===== src/rtl/decode_pkg.sv =====
package decode_pkg;
    // Instruction word layout.
    localparam int WORD_W = 24;
    localparam int OPC_W = 8;
    localparam int OPC_LSB = 16;
    // Register operand fields: 4-bit register number plus 3-bit address mode.
    localparam int BASE_LSB = 11;
    localparam int DST_MODE_LSB = 11;
    localparam int DST_REG_LSB = 7;
    localparam int SRC_MODE_LSB = 4;
    localparam int SRC_REG_LSB = 0;
    localparam int BYTE_BIT = 14;
    localparam int DIR_BIT = 13;
    localparam int FILE_LSB = 0;
    localparam int FILE_W = 13;
    localparam int BITPOS_LSB = 12;
    localparam int LIT_LSB = 4;
    localparam int LIT_W = 16;
    localparam int ADDR_W = 23;
    localparam int TBL_MODE_LSB = 19;
    // Two-word opcodes, table opcodes and the second-word marker.
    localparam logic [7:0] OPC_NOP = 8'h00;
    localparam logic [7:0] OPC_CALL = 8'h02;
    localparam logic [7:0] OPC_GOTO = 8'h04;
    localparam logic [7:0] OPC_DO = 8'h08;
    localparam logic [7:0] OPC_TBL_LO = 8'hB8;
    localparam logic [7:0] OPC_TBL_HI = 8'hBB;
    // Category boundaries on the top opcode nibble.
    localparam logic [3:0] NIB_CTRL_HI = 4'h3;
    localparam logic [3:0] NIB_LIT_HI = 4'h2;
    localparam logic [3:0] NIB_BIT = 4'hA;
    localparam logic [3:0] NIB_MOVLIT = 4'h2;
    localparam logic [3:0] NIB_ARITH_LO = 4'h4;
    localparam logic [3:0] NIB_ARITH_HI = 4'h7;
    localparam logic [3:0] NIB_FILE = 4'hB;
    localparam logic [3:0] NIB_FILE2 = 4'hE;
    localparam int NORMAL_CYCLES = 1;
    localparam int LONG_CYCLES = 2;
    localparam logic [3:0] DEFAULT_WORK_REG_NUM = 4'h0;

    typedef enum logic [1:0] {
        CAT_WORD_BYTE = 2'b00,
        CAT_BIT = 2'b01,
        CAT_LITERAL = 2'b10,
        CAT_CONTROL = 2'b11
    } category_t;

    typedef enum logic [1:0] {
        ST_FIRST = 2'b00,
        ST_SECOND = 2'b01,
        ST_FLUSH = 2'b10
    } dec_state_t;
endpackage


===== src/rtl/field_if.sv =====
`timescale 1ns/1ps
// Raw operand fields cut from one word, shared by the splitter and the decoder.
interface field_if;
    logic [7:0] opcode;
    logic [3:0] base_source_reg;
    logic [3:0] second_source_reg;
    logic [2:0] second_source_mode;
    logic [3:0] destination_reg;
    logic [2:0] destination_mode;
    logic [12:0] file_addr;
    logic [15:0] literal;
    logic [3:0] bit_pos;
    logic [22:0] addr_part;
    logic [1:0] tbl_mode;
    logic byte_op;
    logic dest_is_file;
    modport split (output opcode, base_source_reg, second_source_reg, second_source_mode,
        destination_reg, destination_mode, file_addr, literal, bit_pos, addr_part, tbl_mode,
        byte_op, dest_is_file);
    modport use_fields (input opcode, base_source_reg, second_source_reg, second_source_mode,
        destination_reg, destination_mode, file_addr, literal, bit_pos, addr_part, tbl_mode,
        byte_op, dest_is_file);
endinterface


===== src/rtl/field_splitter.sv =====
`timescale 1ns/1ps
// Pure wiring of bit fields; the decoder decides which of them mean anything.
module field_splitter (
    // Incoming word.
    input wire logic [decode_pkg::WORD_W-1:0] word,
    // Cut fields.
    field_if.split f
);
    import decode_pkg::*;

    // Every field is cut at a fixed place so the cost is only wires.
    assign f.opcode = word[OPC_LSB +: OPC_W];
    assign f.base_source_reg = word[BASE_LSB +: 4];
    assign f.destination_mode = word[DST_MODE_LSB +: 3];
    assign f.destination_reg = word[DST_REG_LSB +: 4];
    assign f.second_source_mode = word[SRC_MODE_LSB +: 3];
    assign f.second_source_reg = word[SRC_REG_LSB +: 4];
    assign f.file_addr = word[FILE_LSB +: FILE_W];
    assign f.literal = word[LIT_LSB +: LIT_W];
    assign f.bit_pos = word[BITPOS_LSB +: 4];
    assign f.addr_part = word[ADDR_W-1:0];
    assign f.tbl_mode = word[TBL_MODE_LSB +: 2];
    assign f.byte_op = word[BYTE_BIT];
    assign f.dest_is_file = word[DIR_BIT];
endmodule // field_splitter


===== src/rtl/instruction_operand_decoder.sv =====
`timescale 1ns/1ps
// Behaviour
// - Word is 24 bits; the top 8 bits are the opcode, the rest operands.
// - Three two-word instructions collect their second word before being reported decoded.
// - Every instruction falls in exactly one of four categories.
// - Register ops give base source, second source with mode, destination with mode.
// - File ops give file address and a selector for file or default register.
// - Bit ops give register or file operand and literal or register bit position.
// - Literal moves give the literal and its target register or file address.
// - Literal arithmetic gives base source, literal, destination only if different.
// - Control ops give a program address or a table access mode.
// - A lone second word, upper byte zero, decodes as a no-operation.
// - One cycle normally; two, second a no-operation, on true test or jump.
module instruction_operand_decoder (
    // Clock and reset.
    input wire logic ref_clk,
    input wire logic rstn,
    // From the fetch stage.
    input wire logic fetch_valid,
    input wire logic [decode_pkg::WORD_W-1:0] fetch_word,
    // From the execution stage: the current instruction took a branch or a true test.
    input wire logic exec_redirect,
    // To the execution stage; fetch_ready goes back to the fetch stage.
    output logic dec_valid,
    output logic fetch_ready,
    output decode_pkg::category_t category,
    output logic [7:0] opcode,
    output logic is_nop,
    output logic two_word,
    output logic byte_op,
    output logic [3:0] base_source_reg,
    output logic [3:0] second_source_reg,
    output logic [2:0] second_source_mode,
    output logic [3:0] destination_reg,
    output logic [2:0] destination_mode,
    output logic dest_valid,
    output logic dest_is_file,
    output logic [12:0] file_addr,
    output logic [15:0] literal,
    output logic [3:0] bit_pos,
    output logic bit_pos_indirect,
    output logic [22:0] prog_addr,
    output logic [1:0] tbl_mode
);
    import decode_pkg::*;

    field_if fi();
    dec_state_t state;
    logic [WORD_W-1:0] first_word;
    logic [3:0] nib;
    logic needs_second;
    logic [7:0] hold_opc;
    category_t next_category;

    field_splitter u_split (
        .word(fetch_word),
        .f(fi)
    );

    assign nib = fi.opcode[7:4];
    // Only three opcodes span two words; anything else is complete at once.
    assign needs_second = (fi.opcode == OPC_CALL) || (fi.opcode == OPC_GOTO)
        || (fi.opcode == OPC_DO);
    // Fetch is accepted except during the forced no-operation slot and the redirect cycle before it.
    assign fetch_ready = (state != ST_FLUSH);
    assign hold_opc = first_word[OPC_LSB +: OPC_W];

    // Category from the opcode; each value maps to one class only.
    always_comb begin
        if (nib <= NIB_CTRL_HI && nib != NIB_MOVLIT) begin
            next_category = CAT_CONTROL;
        end else if (nib == NIB_BIT) begin
            next_category = CAT_BIT;
        end else if (nib == NIB_MOVLIT || (nib == NIB_FILE && fi.opcode[3])) begin
            next_category = CAT_LITERAL;
        end else begin
            next_category = CAT_WORD_BYTE;
        end
    end

    // Sequencer for two-word fetches and the extra no-operation cycle.
    always_ff @(posedge ref_clk) begin
        if (!rstn) begin
            state <= ST_FIRST;
        end else begin
            case (state)
                ST_FIRST: begin
                    if (exec_redirect && dec_valid) begin
                        state <= ST_FLUSH;
                    end else if (fetch_valid && needs_second) begin
                        state <= ST_SECOND;
                    end
                end
                ST_SECOND: begin
                    if (fetch_valid) begin
                        state <= ST_FIRST;
                    end
                end
                ST_FLUSH: state <= ST_FIRST;
                default: state <= ST_FIRST;
            endcase
        end
    end

    // The first word is kept while the second one is awaited.
    always_ff @(posedge ref_clk) begin
        if (!rstn) begin
            first_word <= '0;
        end else if (state == ST_FIRST && fetch_valid && needs_second) begin
            first_word <= fetch_word;
        end
    end

    // Valid rises only when a whole instruction is present; a flush slot is a bubble.
    always_ff @(posedge ref_clk) begin
        if (!rstn) begin
            dec_valid <= 1'b0;
        end else begin
            dec_valid <= fetch_valid && fetch_ready && (state == ST_SECOND || !needs_second)
                && !(state == ST_FIRST && exec_redirect && dec_valid);
        end
    end

    // Operand registers load once per instruction and otherwise hold, except is_nop and opcode, which also load on a redirect.
    always_ff @(posedge ref_clk) begin
        if (!rstn) begin
            category <= CAT_CONTROL;
            opcode <= OPC_NOP;
            is_nop <= 1'b1;
            two_word <= 1'b0;
            byte_op <= 1'b0;
            base_source_reg <= '0;
            second_source_reg <= '0;
            second_source_mode <= '0;
            destination_reg <= '0;
            destination_mode <= '0;
            dest_valid <= 1'b0;
            dest_is_file <= 1'b0;
            file_addr <= '0;
            literal <= '0;
            bit_pos <= '0;
            bit_pos_indirect <= 1'b0;
            prog_addr <= '0;
            tbl_mode <= '0;
        end else if (state == ST_SECOND && fetch_valid) begin
            // Second word joins the held first word into one control operation.
            category <= CAT_CONTROL;
            opcode <= hold_opc;
            is_nop <= 1'b0;
            two_word <= 1'b1;
            prog_addr <= {fetch_word[6:0], first_word[15:0]};
        end else if (state == ST_FIRST && fetch_valid && !needs_second
            && !(exec_redirect && dec_valid)) begin
            category <= next_category;
            opcode <= fi.opcode;
            // A stray second word has a zero upper byte and is harmless.
            is_nop <= (fi.opcode == OPC_NOP);
            two_word <= 1'b0;
            byte_op <= fi.byte_op;
            base_source_reg <= fi.base_source_reg;
            second_source_reg <= fi.second_source_reg;
            second_source_mode <= fi.second_source_mode;
            destination_reg <= fi.destination_reg;
            destination_mode <= fi.destination_mode;
            file_addr <= fi.file_addr;
            dest_is_file <= fi.dest_is_file;
            literal <= fi.literal;
            tbl_mode <= fi.tbl_mode;
            prog_addr <= {7'h00, fi.addr_part[15:0]};
            bit_pos <= fi.bit_pos;
            bit_pos_indirect <= (next_category == CAT_BIT) && fi.opcode[3];
            // Arithmetic literal ops name a destination only when it differs from the base.
            if (nib >= NIB_ARITH_LO && nib <= NIB_ARITH_HI && fi.opcode[3]) begin
                dest_valid <= (fi.destination_reg != fi.base_source_reg);
            end else begin
                dest_valid <= (next_category == CAT_WORD_BYTE) || (nib == NIB_FILE2);
            end
            // Literal move targets the second source register; a nibble E file op with no file target loads the default working register.
            if (next_category == CAT_LITERAL && nib == NIB_MOVLIT) begin
                destination_reg <= fi.second_source_reg;
            end else if (next_category == CAT_WORD_BYTE && nib == NIB_FILE2
                && !fi.dest_is_file) begin
                destination_reg <= DEFAULT_WORK_REG_NUM;
            end
        end else if (state == ST_FIRST && exec_redirect && dec_valid) begin
            // Loaded on the redirect edge so the no-operation stands during the flush slot itself.
            is_nop <= 1'b1;
            opcode <= OPC_NOP;
        end
    end
endmodule // instruction_operand_decoder


===== config.mk =====
export PLATFORM = sky130hd
export DESIGN_NAME = instruction_operand_decoder
export DESIGN_NICKNAME = d
export VERILOG_FILES = /design/src/rtl/decode_pkg.sv /design/src/rtl/field_if.sv /design/src/rtl/field_splitter.sv /design/src/rtl/instruction_operand_decoder.sv
export SDC_FILE = /design/constraint.sdc
export NUM_CORES = 1
export LEC_CHECK = 0
export BUFFER_PORTS_ARGS = -buffer_cell sky130_fd_sc_hd__buf_2
export CAP_MARGIN = 20
export CORE_MARGIN = 2
export CORE_UTILIZATION = 50
export DETAILED_ROUTE_END_ITERATION = 16
export GPL_TIMING_DRIVEN = 0
export PLACE_DENSITY_LB_ADDON = 0.1
export SLEW_MARGIN = 30
export SYNTH_ARGS = -nofsm -noshare
export SYNTH_HDL_FRONTEND = slang
export SYNTH_SLANG_ARGS = --single-unit

===== constraint.sdc =====
create_clock -name ref_clk -period 2.4 [get_ports ref_clk]
set_clock_uncertainty 0.2 [all_clocks]
set_input_delay 0.48 -clock ref_clk [delete_from_list [all_inputs] [get_ports ref_clk]]
set_output_delay 0.48 -clock ref_clk [all_outputs]
set_load 0.01 [all_outputs]

# Word-level counts from Yosys, hierarchy flattened
# Cells that the tools add are included.
[totals] output_inout_bits=94 ff_bits=119 elab_cells=98
[classes] eq_ne=15 magnitude_cmp=3 mux=20 reduce_logical=37 n_bitwise=2
[op_table] cell="$mux W23" n=2
[op_table] cell="$mux W8" n=3
[op_table] cell="$logic_and A1 B1 Y1" n=20
[op_table] cell="$eq A4 B4 Y1 const B" n=3
[op_table] cell="$mux W2" n=6
[op_table] cell="$eq A8 B2 Y1 const B" n=1
[op_table] cell="$eq A8 B3 Y1 const B" n=1
[op_table] cell="$eq A8 B4 Y1 const B" n=1
[op_table] cell="$logic_not A8 Y1" n=1
[op_table] cell="$mux W4" n=2
[op_table] cell="$mux W1" n=6
[op_table] cell="$logic_or A1 B1 Y1" n=5
[op_table] cell="$eq A2 B1 Y1 const B" n=2
[op_table] cell="$eq A4 B2 Y1 const B" n=1
[op_table] cell="$ge A4 B3 Y1 const B" n=1
[op_table] cell="$le A4 B2 Y1 const B" n=1
[op_table] cell="$le A4 B3 Y1 const B" n=1
[op_table] cell="$logic_not A1 Y1" n=4
[op_table] cell="$logic_not A2 Y1" n=2
[op_table] cell="$ne A2 B2 Y1 const B" n=2
[op_table] cell="$ne A4 B2 Y1 const B" n=1
[op_table] cell="$ne A4 B4 Y1" n=1
[op_table] cell="$pmux W2 S2" n=1
[op_table] cell="$reduce_and A2 Y1" n=2
[op_table] cell="6 further kinds" n=7

# Depth between registers and ports, before layout
[logic_depth] depth_word=11 mapped_depth=8 depth_no_buf=5

# Hierarchy
# A second synthesis with hierarchy kept.
[hier_totals] hier_cells=643 area_unflattened_um2=5544.1
[modules_own_cells] module="instruction_operand_decoder" area_per_inst_um2=4898.4 cells_per_inst=557 instances=1
[modules_own_cells] module="field_splitter" area_per_inst_um2=645.6 cells_per_inst=86 instances=1

# Least setup slack after synthesis
# Ideal clock, no wire load.
[synth_timing] path_type="input to register" startpoint="in fetch_word[23] (netlist bit)" endpoint="reg opcode[3]" path_slack_ns=0.248 path_stages=7 setup_time_ns=0.086 required_ns=2.114 arrival_ns=1.866 path_cell_list="buf_6 or2_4 nor4_4 a311o_2 buf_6 a21oi_2 a221oi_2"
[synth_via] elab_chain_len=8 elab_cells_between_ends=11 cone_classes="eq/ne (3); mux (2); reduce/logical (6)"
[synth_lines] element="from (decl)" line="instruction_operand_decoder.sv:20" rtl="input wire logic [decode_pkg::WORD_W-1:0] fetch_word,"
[synth_lines] element="$eq A8 B2 Y1 or $eq A8 B3 Y1 (tied branches)" line="instruction_operand_decoder.sv:62" rtl="assign needs_second = (fi.opcode == OPC_CALL) || (fi.opcode == OPC_GOTO)"
[synth_lines] element="$logic_or A1 B1 Y1" line="instruction_operand_decoder.sv:62"
[synth_lines] element="$logic_or A1 B1 Y1 *" line="instruction_operand_decoder.sv:63" rtl="|| (fi.opcode == OPC_DO);"
[synth_lines] element="$logic_not A1 Y1 *" line="instruction_operand_decoder.sv:152" rtl="end else if (state == ST_FIRST && fetch_valid && !needs_second"
[synth_lines] element="$logic_and A1 B1 Y1 *" line="instruction_operand_decoder.sv:152"
[synth_lines] element="$logic_and A1 B1 Y1 *" line="instruction_operand_decoder.sv:153" rtl="&& !(exec_redirect && dec_valid)) begin"
[synth_lines] element="$mux W8" line="instruction_operand_decoder.sv:152"
[synth_lines] element="$mux W8" line="instruction_operand_decoder.sv:145" rtl="end else if (state == ST_SECOND && fetch_valid) begin"
[synth_lines] element="to (signal assigned)" line="instruction_operand_decoder.sv:148" rtl="opcode <= hold_opc;"
[synth_lines] element="to (signal assigned)" line="instruction_operand_decoder.sv:155" rtl="opcode <= fi.opcode;"
[synth_lines] element="to (decl)" line="instruction_operand_decoder.sv:27" rtl="output logic [7:0] opcode,"
# Every way passes the cells marked *; elsewhere a longest branch is shown, timed or not.
# A chain may end at the register's enable or synchronous reset.

# Final worst setup path
[layout_timing] startpoint="reg state[1]" endpoint="reg prog_addr[4]"
[layout_via] elab_chain_len=5 elab_cells_between_ends=8 cone_classes="eq/ne (1); mux (1); reduce/logical (6)"
[layout_lines] element="from (decl)" line="instruction_operand_decoder.sv:48" rtl="dec_state_t state;"
[layout_lines] element="from (signal assigned)" line="instruction_operand_decoder.sv:84" rtl="state <= ST_FIRST;"
[layout_lines] element="from (signal assigned)" line="instruction_operand_decoder.sv:89" rtl="state <= ST_FLUSH;"
[layout_lines] element="from (signal assigned)" line="instruction_operand_decoder.sv:91" rtl="state <= ST_SECOND;"
[layout_lines] element="$logic_not A2 Y1" line="instruction_operand_decoder.sv:152"
[layout_lines] element="$logic_and A1 B1 Y1 (2 in series)" line="instruction_operand_decoder.sv:152"
[layout_lines] element="$logic_and A1 B1 Y1" line="instruction_operand_decoder.sv:153"
[layout_lines] element="$reduce_bool A2 Y1 (no source line)"
[layout_lines] element="to (signal assigned)" line="instruction_operand_decoder.sv:151" rtl="prog_addr <= {fetch_word[6:0], first_word[15:0]};"
[layout_lines] element="to (signal assigned)" line="instruction_operand_decoder.sv:169" rtl="prog_addr <= {7'h00, fi.addr_part[15:0]};"
[layout_lines] element="to (decl)" line="instruction_operand_decoder.sv:42" rtl="output logic [22:0] prog_addr,"
# Several ways; a longest one is shown, not always the timed one.

==> reports/qor.csv <==
metric,value,unit
Gate Count Post-Synth,422,
max FFs per register,24,
Post-synth top cells,"89 x dfxtp_1, 76 x nand2_1, 37 x a21oi_1",
Post-CTS Hold Buffers,0,
HP Class,in2reg,
WP buf/inv,3,
Setup Buffers After CTS,0,
unrepaired setup endpoints after global routing,false,
Worst-path clk slew,0.08,ns
largest delay contributor family on the critical path,buffers and inverters,
clock root cell,clkbuf_8,
most common cell in the netlist,dfxtp_1,
1st-iter DRT viols,190,
# DRC,0,
number of global-route vias before repair,3305,
detailed placement HPWL,7.25,mm
clk sink count,89,
Worst setup EP type,flip-flop,
Largest regs,"first_word (24), prog_addr (23), opcode (8)",
initial antenna violation count,0,
Max Cap Violations,0,
final wirelength,9.89,mm
Syn. warnings,0,
pre-CTS setup slack,-0.0954,ns
final hold vios,0,
CP max-delay cell,a21boi_4,
syn_nets,450,
Core Rows,31,
Tot Pwr,2.94,mW
Yosys reg bits,89,
final setup violating endpoints,0,
CTS Buf Count,9,
per-cell routed wire length,15.1,um
Rel. slew slack,58.4,%
RePlAce Congestion,0.865,
die extent in x,90.2,um
Cell variety after synth,41,
"Avg Cell Area, Syn",8.80,um2
pwr dens,639,nW/um2
final setup margin,0.213,ns
CTS tree,built,
CTS resizes,0,
Multi-input gate area,1510,um2
synth top area cells,"dfxtp_1 48%, nand2_1 7.7%, buf_4 7.3%, mux2i_1 5.1%, a21oi_1 5.0%",
Die H,90.2,um
Syn-to-layout area delta,23.8,%
CP cell instances,clkbuf_1 > nor2_2 > and2_1 > buf_4 > a21boi_4 > clkbuf_4 > nand2_1 > a31oi_1,
fin. max-slew vios,0,
largest net degree at the start of global routing,15,
Fillers,675,
Initial Util,51.5,%
minimum clock period,2.19,ns
H-Tree Depth,3,
Max clock buf depth,2,
CP Max Fanout,10,
io pins,122,
Clock Latency Late Sink,0.35,ns
Reg with most FFs,first_word,
CP arrival,2.26,ns
core area,7210,um2
Worst Tran Pin Value,0.619,ns
maximum VDD drop,0.370,mV
Final ANT Viol Nets,0,
CP peak stage delay,0.32,ns
nets,579,
FF+latch area,1780,um2
GR Util All Layers,25.0,%
first-pass GRT wire length,16.4,mm
top cell type's share of synthesized area,48.0,%
number of synthesized flops with an enable pin,0,
area of the mapped netlist,3710,um2
Lkg Pwr,2.21,nW
Initial DRT Pass Iterations,4,
crit start category,flip-flop,
main flop type after synthesis,dfxtp_1,
Via density,5.22,
period utilization,91.1,%
async set-reset flop share out of synthesis,0,%
routed via count,3411,
WP data required,2.47,ns
layout cells sized above 1,34.1,%
Port Buffer Count,118,
critical path class,reg2reg,
status,finished clean,
Overflow after GRT,0,
Yosys top cell by area,dfxtp_1,
Max Fclk,457,MHz
worst hold margin,0.194,ns
area of the die,8130,um2
register area share after synthesis,48.0,%
# diodes,0,
-- final timing paths --
kind / cells after the start / from / slack [ns] / endpoint
setup reg to reg: 8 / state[1] / 0.21 / prog_addr[4]
setup / recovery: 8 / state[1] / 0.21 / prog_addr[4]
hold / removal: 3 / fetch_word[5] / 0.19 / prog_addr[21]
hold reg to reg: 2 / dest_valid / 0.25 / dest_valid
-- routing by layer --
metal | GRT usage [%] | share of wire [%] | vias up
met5 | 0 | 0 | -
met4 | 8.72 | 1.1 | 0
met3 | 4.02 | 6.4 | 8
met2 | 40.4 | 47 | 122
met1 | 34.1 | 46 | 1603
li1 | - | - | 1678
-- tightest hold or removal path, stage by stage --
cell and delay, ns:
buf_2 0.11, nand2_1 0.05, a21oi_1 0.05
-- stage by stage --
step	utilization, %	TNS, ns	cells	area (um2)
finish	63.7	0	654	4600
global route	63.7	0	654	4600
CTS	63.6	0	654	4590
detailed placement	61.4	-2.19	639	4430
global placement	61.4	-0.875	639	4430
floorplan	-	0	422	3710
-- report_power, final --
group / leakage (nW) / internal (mW) / total, mW / switching (mW)
clock network: 0.0781 / 0.369 / 0.887 / 0.518
logic: 1.40 / 0.205 / 0.470 / 0.265
registers: 0.727 / 1.54 / 1.58 / 0.0405
-- cell families (layout without fill, tap and decap cells) --
| kind of cell | after synthesis | in the layout | synth area share (%) |
|---|---|---|---|
| buffers and inverters | 65 | 198 | 11.3 |
| DFF | 89 | 89 | 48.0 |
| AOI/OAI and AO/OA | 81 | 81 | 14.2 |
| and+or+nand+nor | 162 | 162 | 20.0 |
| xor gates and xnor gates | 6 | 6 | 1.42 |
| muxes | 19 | 19 | 5.12 |
-- cells in the final DEF, fill, tap and decap left out, types with 8 or more instances in the layout --
cell / n
buf_2: 121
dfxtp_1: 89
nand2_1: 76
a21oi_1: 37
buf_4: 36
nor2_1: 29
nand3_1: 26
mux2i_1: 19
a31oi_1: 19
clkbuf_1: 14
nor3_1: 9
clkbuf_8: 9
a221oi_1: 8
-- layout make-up --
type | count | share of cell area, %
sequential | 89 | 38.8
tap | 99 | 2.69
inverter | 5 | 0.408
timing repair buffer | 118 | 12.8
clock buffer | 10 | 2.78
multi-input combinational | 268 | 32.9
clock inverter | 5 | 0.735
buffer | 60 | 8.85
(Power assumes the default switching activity.)
